**src/verilog/baud_pkg.sv**
```systemverilog
package baud_pkg;

  // ----------------------------------------------------------------
  // Register byte addresses
  // ----------------------------------------------------------------
  localparam logic [7:0] TX_CTRL_ADDR = 8'h00;
  localparam logic [7:0] RX_CTRL_ADDR = 8'h04;
  localparam logic [7:0] BAUD_CTRL_ADDR = 8'h08;
  localparam logic [7:0] DIV_HIGH_ADDR = 8'h0C;
  localparam logic [7:0] DIV_LOW_ADDR = 8'h10;

  // ----------------------------------------------------------------
  // Field positions
  // ----------------------------------------------------------------
  localparam int SYNC_BIT = 4;
  localparam int HIGH_SPEED_BIT = 2;
  localparam int PORT_ENABLE_BIT = 7;
  localparam int WIDE_DIV_BIT = 3;
  localparam int RESERVED_HI_BIT = 5;
  localparam int RESERVED_LO_BIT = 2;

  // ----------------------------------------------------------------
  // Reset values, writable masks, read-only ones
  // ----------------------------------------------------------------
  localparam logic [7:0] TX_CTRL_RESET = 8'h00;
  localparam logic [7:0] RX_CTRL_RESET = 8'h00;
  localparam logic [7:0] BAUD_CTRL_RESET = 8'h00;
  localparam logic [7:0] DIV_RESET = 8'h00;
  localparam logic [7:0] TX_CTRL_WMASK = 8'hFD;
  localparam logic [7:0] RX_CTRL_WMASK = 8'hF8;
  localparam logic [7:0] BAUD_CTRL_WMASK = 8'h9B;
  localparam logic [7:0] TX_CTRL_ONES = 8'h02;
  localparam logic [7:0] BAUD_CTRL_ONES = 8'h40;

  // ----------------------------------------------------------------
  // Rate multipliers and sampler
  // ----------------------------------------------------------------
  localparam logic [6:0] MULT_LOW_SPEED = 7'h40;
  localparam logic [6:0] MULT_HIGH_SPEED = 7'h10;
  localparam logic [6:0] MULT_SYNC = 7'h04;
  localparam logic [2:0] SAMPLE_RESET = 3'h7;

  typedef struct packed {
    logic enable;
    logic sync;
    logic wide;
    logic high_speed;
  } mode_t;

  typedef enum {TIMER_IDLE, TIMER_LOAD, TIMER_RUN} timer_state_t;

endpackage : baud_pkg

```
**src/verilog/majority_sampler.sv**
```systemverilog
`timescale 1ns/100ps
module majority_sampler import baud_pkg::*; (
  input wire logic clk_i,
  input wire logic rst_i,
  input wire logic ce_i,
  input wire logic clear_i,
  input wire logic strobe_i,
  input wire logic rx_i,
  output logic level_o
);

  logic [2:0] samples_reg;
  logic [2:0] samples_next;
  logic level_reg;
  wire logic vote;

  // --------------------------------------------------------------
  // Three-sample vote
  // --------------------------------------------------------------
  assign samples_next = clear_i ? SAMPLE_RESET :
                        strobe_i ? {samples_reg[1:0], rx_i} : samples_reg;
  assign vote = (samples_reg[0] & samples_reg[1]) |
                (samples_reg[1] & samples_reg[2]) |
                (samples_reg[0] & samples_reg[2]);

  always_ff @(posedge clk_i) begin
    if (rst_i) begin
      samples_reg <= SAMPLE_RESET;
      level_reg <= 1'b1;
    end else if (ce_i) begin
      samples_reg <= samples_next;
      level_reg <= vote;
    end
  end

  assign level_o = level_reg;
endmodule : majority_sampler

```
**src/verilog/serial_baud_rate_generator.sv**
```systemverilog
`timescale 1ns/100ps
module serial_baud_rate_generator import baud_pkg::*; (
  input wire logic clk_i,
  input wire logic rst_i,
  input wire logic ce_i,
  input wire logic wb_cyc_i,
  input wire logic wb_stb_i,
  input wire logic wb_we_i,
  input wire logic [7:0] wb_adr_i,
  input wire logic [3:0] wb_sel_i,
  input wire logic [31:0] wb_dat_i,
  output logic wb_ack_o,
  output logic [31:0] wb_dat_o,
  input wire logic rx_i,
  output logic rx_level_o,
  output logic rate_tick_o,
  output logic bit_tick_o,
  output logic port_enable_o,
  output logic sync_mode_o
);

  // ----------------------------------------------------------------
  // Registers
  // ----------------------------------------------------------------
  logic ack_reg;
  logic [31:0] dat_reg;
  logic [7:0] tx_ctrl_reg;
  logic [7:0] rx_ctrl_reg;
  logic [7:0] baud_ctrl_reg;
  logic [7:0] div_high_reg;
  logic [7:0] div_low_reg;
  logic [7:0] tx_ctrl_next;
  logic [7:0] rx_ctrl_next;
  logic [7:0] baud_ctrl_next;
  logic [7:0] div_high_next;
  logic [7:0] div_low_next;
  timer_state_t state_reg;
  timer_state_t state_next;
  logic [15:0] timer_reg;
  logic [15:0] timer_next;
  logic [6:0] presc_reg;
  logic [6:0] presc_next;
  logic rate_tick_reg;
  logic rate_tick_next;
  logic bit_tick_reg;
  logic bit_tick_next;

  // ----------------------------------------------------------------
  // Wishbone decode
  // ----------------------------------------------------------------
  wire logic bus_req;
  wire logic bus_take;
  wire logic bus_write;
  wire logic hit_tx;
  wire logic hit_rx;
  wire logic hit_baud;
  wire logic hit_high;
  wire logic hit_low;
  wire logic [7:0] read_byte;
  wire logic div_write;

  assign bus_req = wb_cyc_i & wb_stb_i;
  // Answer one cycle after the request; the write lands on the ack edge
  assign bus_take = bus_req & ~ack_reg;
  assign bus_write = bus_req & ack_reg & wb_we_i & wb_sel_i[0];
  assign hit_tx = wb_adr_i == TX_CTRL_ADDR;
  assign hit_rx = wb_adr_i == RX_CTRL_ADDR;
  assign hit_baud = wb_adr_i == BAUD_CTRL_ADDR;
  assign hit_high = wb_adr_i == DIV_HIGH_ADDR;
  assign hit_low = wb_adr_i == DIV_LOW_ADDR;

  // Unmapped addresses still ack, reading zero
  assign read_byte = hit_tx ? (tx_ctrl_reg | TX_CTRL_ONES) :
                     hit_rx ? rx_ctrl_reg :
                     hit_baud ? (baud_ctrl_reg | BAUD_CTRL_ONES) :
                     hit_high ? div_high_reg :
                     hit_low ? div_low_reg : 8'h00;

  assign tx_ctrl_next = (bus_write && hit_tx) ?
                        (wb_dat_i[7:0] & TX_CTRL_WMASK) : tx_ctrl_reg;
  assign rx_ctrl_next = (bus_write && hit_rx) ?
                        (wb_dat_i[7:0] & RX_CTRL_WMASK) : rx_ctrl_reg;
  assign baud_ctrl_next = (bus_write && hit_baud) ?
                          (wb_dat_i[7:0] & BAUD_CTRL_WMASK) :
                          baud_ctrl_reg;
  assign div_high_next = (bus_write && hit_high) ? wb_dat_i[7:0] :
                         div_high_reg;
  assign div_low_next = (bus_write && hit_low) ? wb_dat_i[7:0] :
                        div_low_reg;
  assign div_write = bus_write & (hit_high | hit_low);

  always_ff @(posedge clk_i) begin
    if (rst_i) begin
      ack_reg <= 1'b0;
      dat_reg <= 32'h0000_0000;
      tx_ctrl_reg <= TX_CTRL_RESET;
      rx_ctrl_reg <= RX_CTRL_RESET;
      baud_ctrl_reg <= BAUD_CTRL_RESET;
      div_high_reg <= DIV_RESET;
      div_low_reg <= DIV_RESET;
    end else if (ce_i) begin
      ack_reg <= bus_take;
      if (bus_take) begin
        dat_reg <= {24'h00_0000, read_byte};
      end
      tx_ctrl_reg <= tx_ctrl_next;
      rx_ctrl_reg <= rx_ctrl_next;
      baud_ctrl_reg <= baud_ctrl_next;
      div_high_reg <= div_high_next;
      div_low_reg <= div_low_next;
    end
  end

  // ----------------------------------------------------------------
  // Mode and divisor selection
  // ----------------------------------------------------------------
  mode_t mode;
  wire logic [15:0] div_eff;
  wire logic [6:0] mult;
  wire logic [6:0] mult_last;

  assign mode.enable = rx_ctrl_reg[PORT_ENABLE_BIT];
  assign mode.sync = tx_ctrl_reg[SYNC_BIT];
  assign mode.wide = baud_ctrl_reg[WIDE_DIV_BIT];
  assign mode.high_speed = tx_ctrl_reg[HIGH_SPEED_BIT];

  // Narrow mode ignores the high byte, except that writing it restarts the timer
  assign div_eff = mode.wide ? {div_high_reg, div_low_reg} :
                   {8'h00, div_low_reg};

  assign mult = mode.sync ? MULT_SYNC :
                (mode.wide & mode.high_speed) ? MULT_SYNC :
                (mode.wide ^ mode.high_speed) ? MULT_HIGH_SPEED :
                MULT_LOW_SPEED;
  assign mult_last = mult - 7'h01;

  // ----------------------------------------------------------------
  // Divisor timer
  // ----------------------------------------------------------------
  // One decrement per enabled device clock, so a clock switch
  // moves the rate with it until software reloads the divisor.
  always_comb begin
    state_next = state_reg;
    timer_next = timer_reg;
    presc_next = presc_reg;
    rate_tick_next = 1'b0;
    bit_tick_next = 1'b0;
    case (state_reg)
      TIMER_IDLE: begin
        timer_next = 16'h0000;
        presc_next = 7'h00;
        state_next = TIMER_LOAD;
      end
      TIMER_LOAD: begin
        timer_next = div_eff;
        presc_next = 7'h00;
        state_next = TIMER_RUN;
      end
      TIMER_RUN: begin
        if (timer_reg == 16'h0000) begin
          timer_next = div_eff;
          rate_tick_next = 1'b1;
          // Mode change mid-bit: a prescaler past the new limit wraps
          if (presc_reg >= mult_last) begin
            presc_next = 7'h00;
            bit_tick_next = 1'b1;
          end else begin
            presc_next = presc_reg + 7'h01;
          end
        end else begin
          timer_next = timer_reg - 16'h0001;
        end
      end
      default: begin
        state_next = TIMER_IDLE;
      end
    endcase
    if (div_write) begin
      state_next = TIMER_LOAD;
      rate_tick_next = 1'b0;
      bit_tick_next = 1'b0;
    end
    if (!mode.enable) begin
      state_next = TIMER_IDLE;
      timer_next = 16'h0000;
      presc_next = 7'h00;
      rate_tick_next = 1'b0;
      bit_tick_next = 1'b0;
    end
  end

  always_ff @(posedge clk_i) begin
    if (rst_i) begin
      state_reg <= TIMER_IDLE;
      timer_reg <= 16'h0000;
      presc_reg <= 7'h00;
      rate_tick_reg <= 1'b0;
      bit_tick_reg <= 1'b0;
    end else if (ce_i) begin
      state_reg <= state_next;
      timer_reg <= timer_next;
      presc_reg <= presc_next;
      rate_tick_reg <= rate_tick_next;
      bit_tick_reg <= bit_tick_next;
    end
  end

  // ----------------------------------------------------------------
  // Receive line sampling
  // ----------------------------------------------------------------
  majority_sampler u_sampler (
    .clk_i(clk_i),
    .rst_i(rst_i),
    .ce_i(ce_i),
    .clear_i(~mode.enable),
    .strobe_i(rate_tick_reg),
    .rx_i(rx_i),
    .level_o(rx_level_o)
  );

  assign wb_ack_o = ack_reg;
  assign wb_dat_o = dat_reg;
  assign rate_tick_o = rate_tick_reg;
  assign bit_tick_o = bit_tick_reg;
  assign port_enable_o = rx_ctrl_reg[PORT_ENABLE_BIT];
  assign sync_mode_o = tx_ctrl_reg[SYNC_BIT];
endmodule : serial_baud_rate_generator

```
**config.mk**
```make
export PLATFORM = sky130hd
export DESIGN_NAME = serial_baud_rate_generator
export DESIGN_NICKNAME = d
export VERILOG_FILES = /design/src/verilog/baud_pkg.sv /design/src/verilog/majority_sampler.sv /design/src/verilog/serial_baud_rate_generator.sv
export SDC_FILE = /design/constraint.sdc
export NUM_CORES = 1
export LEC_CHECK = 0
export ABC_AREA = 1
export ABC_CLOCK_PERIOD_IN_PS = 3700
export BUFFER_PORTS_ARGS = -buffer_cell sky130_fd_sc_hd__buf_4
export CORE_MARGIN = 8
export CORE_UTILIZATION = 45
export CTS_CLUSTER_SIZE = 20
export DETAILED_ROUTE_END_ITERATION = 8
export GPL_TIMING_DRIVEN = 0
export PLACE_DENSITY = 0.67
export SYNTH_ARGS = -nofsm -noshare
export SYNTH_HDL_FRONTEND = slang
export SYNTH_HIERARCHICAL = 1
export SYNTH_SLANG_ARGS = --single-unit
```
**constraint.sdc**
```tcl
create_clock -name clk_i -period 3.7 [get_ports clk_i]
set_input_delay 1.11 -clock clk_i [delete_from_list [all_inputs] [get_ports clk_i]]
set_output_delay 1.11 -clock clk_i [all_outputs]
set_load 0.005 [all_outputs]
```
==> impl_metrics.csv <==
group,metric,value,unit
critical_path,critPathCapture,"presc_reg[2]",
layout,antennaDiodeCount,0,
logic_synthesis,synth_commonest_cells,"182 x nand2_1, 73 x dfxtp_1, 69 x nor2_1",
die,die_w,115,um
grt,antenna_found_initial,0,
grt,grtUsageTotal,0.188,
grt,grt_max_degree,15,
route,via_per_inst,5.03,
timing,period_needed,3.17,ns
critical_path,r2r_cells,15,
timing,hold_ws,0.481,ns
clock_tree,clock_latency,0.37,ns
clock_tree,cts_resized,0,
power_and_ir_drop,intPower,1160,uW
critical_path,critPathMaxStageDelay,0.44,ns
power_and_ir_drop,p_leak,0.00242,uW
critical_path,path_cells,"clkbuf_1 -> clkbuf_1 -> inv_1 -> ha_1 -> nand2_1 -> ha_1 -> xor2_1 -> ha_1 -> nand2_1 -> nor2_1 -> nor2_1 -> nand3_1 -> o21bai_1 -> nand2_1 -> nor3_1",
power_and_ir_drop,power_density,307,mW/mm^2
logic_synthesis,yosysWarningCount,6,
logic_synthesis,synth-seq-area-share,0.333,
route,drt_iter0_drc,310,
place,dpl_cell_area,0.00492,sq mm
power_and_ir_drop,p_sw_frac,0.264,
route,routed_wl,12.1,mm
clock_tree,clockRootBuffer,"clkbuf_8",
power_and_ir_drop,pwr-share-seq,0.504,
layout,fill_cells,1005,
clock_tree,cts_buffers,9,
power_and_ir_drop,share_clk_of_total_power,0.417,
timing,finalSetupTns,0,ns
critical_path,required,3.98,ns
clock_tree,clk_transition_reported_paths,0.09,ns
power_and_ir_drop,switching_power,416,uW
die,num_rows,36,
clock_tree,htreeDepth,3,
worst_hold_path,hp-class,"flop to flop",
place,dp_hpwl,9.39,mm
route,post_drt_wl_per_cell,14.1,um
timing,tightestPinTransition,0.782,ns
logic_synthesis,yosysTopAreaCellShare,0.333,
logic_synthesis,yosysMostFrequentCell,"nand2_1",
route,vias,4311,
route,drt-pass1-iter-count,6,
layout,largest_reg_flops,16,
layout,stdcell_area,0.00512,sq mm
critical_path,cpMaxStageDelayCell,"clkbuf_1",
critical_path,path_class,"flop to flop",
die,fp.dieH,115,um
logic_synthesis,syn_area_per_cell,6.77,sq um
critical_path,r2r_end,"presc_reg[2]",
logic_synthesis,synth-edff-count,0,
clock_tree,cts_tree,"yes",
logic_synthesis,async_flop_share,0,
timing,max_freq,315,MHz
power_and_ir_drop,vdd_drop_max,0.243,mV
critical_path,r2r_slack,0.53,ns
place,portBuffers,37,
die,initial_core_util,0.455,
clock_tree,cts_setup_buffers,0,
route,route.detailed.drc,0,
critical_path,start_kind,"flop",
critical_path,critical_path_arrival,3.46,ns
clock_tree,clk_path_buf_depth,2,
critical_path,crit_fanout,10,
critical_path,crit_family,"buffers and inverters",
route,postRouteAntennaNets,0,
die,die_area,0.0132,sq mm
critical_path,critPathCaptureType,"flop",
flow_run,drv_cap,0,
logic_synthesis,ys.flop_type,"dfxtp_1",
layout,layout-drive-gt1-share,0.166,
critical_path,cp_num_cells,15,
timing,period_share,0.858,
logic_synthesis,yosysTopAreaCell,"dfxtp_1",
timing,final_hold_viol_count,0,
layout,area_growth,16.7,%
timing,setup_violations,0,
layout,final_net_count,785,
timing,maxSlewHeadroom,0.479,
timing,skew,0.0155,ns
logic_synthesis,syn_area,0.00439,sq mm
grt,grt_pass1_vias,4149,
critical_path,startpoint,"baud_ctrl_reg[3]",
grt,grt_pass1_wl,19.9,mm
timing,slew_violations,0,
logic_synthesis,syn_inst,648,
clock_tree,cts_sinks,73,
logic_synthesis,synth_seq_cells,73,
grt,overflow,0,
critical_path,r2r_start,"baud_ctrl_reg[3]",
logic_synthesis,synthTopCellsByArea,"dfxtp_1 33%, nand2_1 16%, nor2_1 5.9%",
critical_path,critPathBufInv,3,
die,num_io_pins,89,
place,gp_congestion,0.906,
logic_synthesis,netlist-cell-type-count,38,
run_status,status,"finished, final reports clean",
die,core,0.00964,sq mm
timing,rsz0062_at_grt,"no",
clock_tree,cts_hold_buf,0,
power_and_ir_drop,power_frac_comb,0.079,
==> power groups by stage <==
stage / sequential [uW] / combinational, uW / clock [uW]
detailed placement: 811 / 123 / 0
global placement: 811 / 120 / 0
floorplan: 811 / 74.9 / 0
global route: 794 / 138 / 698
finish: 793 / 125 / 655
CTS: 793 / 123 / 662
==> logic make-up after synthesis <==
family	count (synthesis)	share of synthesized area
adder cells (fa/ha/maj)	15	0.0428
XOR/XNOR	9	0.0180
buffers and inverters	109	0.123
AO/OA/AOI/OAI	110	0.151
AND/OR/NAND/NOR	331	0.331
other	1	0.000855
flip-flops	73	0.333
==> layout make-up <==
cell class | count | area (sq um) | area share
Inverter | 68 | 258 | 0.0504
Tap cell | 133 | 166 | 0.0325
Clock inverter | 7 | 77.6 | 0.0152
Timing Repair Buffer | 37 | 278 | 0.0543
Sequential cell | 73 | 1460 | 0.286
Clock buffer | 9 | 124 | 0.0242
Buffer | 41 | 280 | 0.0548
Multi-Input combinational cell | 489 | 2470 | 0.483
==> worst min path at each step <==
stage                     depth (start not counted)  slack [ns]                        to                startpoint
final                                             2        0.48               wb_dat_o[5]               wb_dat_o[5]
after detailed placement                          2        0.46               wb_dat_o[5]               wb_dat_o[5]
after CTS                                         2        0.48               wb_dat_o[3]               wb_dat_o[3]
after global placement                            2        0.46               wb_dat_o[5]               wb_dat_o[5]
after floorplan                                   2        0.45  u_sampler/samples_reg[0]  u_sampler/samples_reg[0]
after global routing                              2        0.51               wb_dat_o[3]               wb_dat_o[3]
==> per-layer routing <==
layer / GRT usage / vias to the layer above / routed length (um)
met4: 0.0937 / 0 / 342
met5: 0 / - / 0
met2: 0.321 / 155 / 5820
li1: - / 2189 / -
met3: 0.0415 / 29 / 833
met1: 0.217 / 1938 / 5110
==> through the flow <==
step | instances | utilization | worst slack, ns | power [uW]
floorplan | 671 | - | 1.09 | 886
global placement | 841 | 0.510 | 0.654 | 932
detailed placement | 841 | 0.510 | 0.564 | 934
CTS | 857 | 0.531 | 0.543 | 1580
global route | 857 | 0.531 | 0.282 | 1630
finish | 857 | 0.531 | 0.525 | 1570
==> layout by cell type (no fill, tap or decap), drive strengths merged, types with 2 or more instances in the layout <==
master	n
nand2	188
conb	24
nand3b	4
inv	70
a211oi	22
nand3	39
nand4	6
xnor2	2
ha	15
clkinvlp	4
o21bai	3
a21oi	50
xor2	7
o21ai	30
nor3	12
a31oi	2
buf	69
clkbuf	18
dfxtp	73
nor2	81
==> worst register-to-register path, delay by kind of cell, from the launching register on <==
kind	cells	cell delay (ns)
compound gates	1	0.17
fa+ha+maj	3	0.76
buf+inv	3	0.88
simple gates	7	0.79
flops	1	0.35
xor+xnor	1	0.16
No activity file was read; power rests on OpenSTA's default activity.
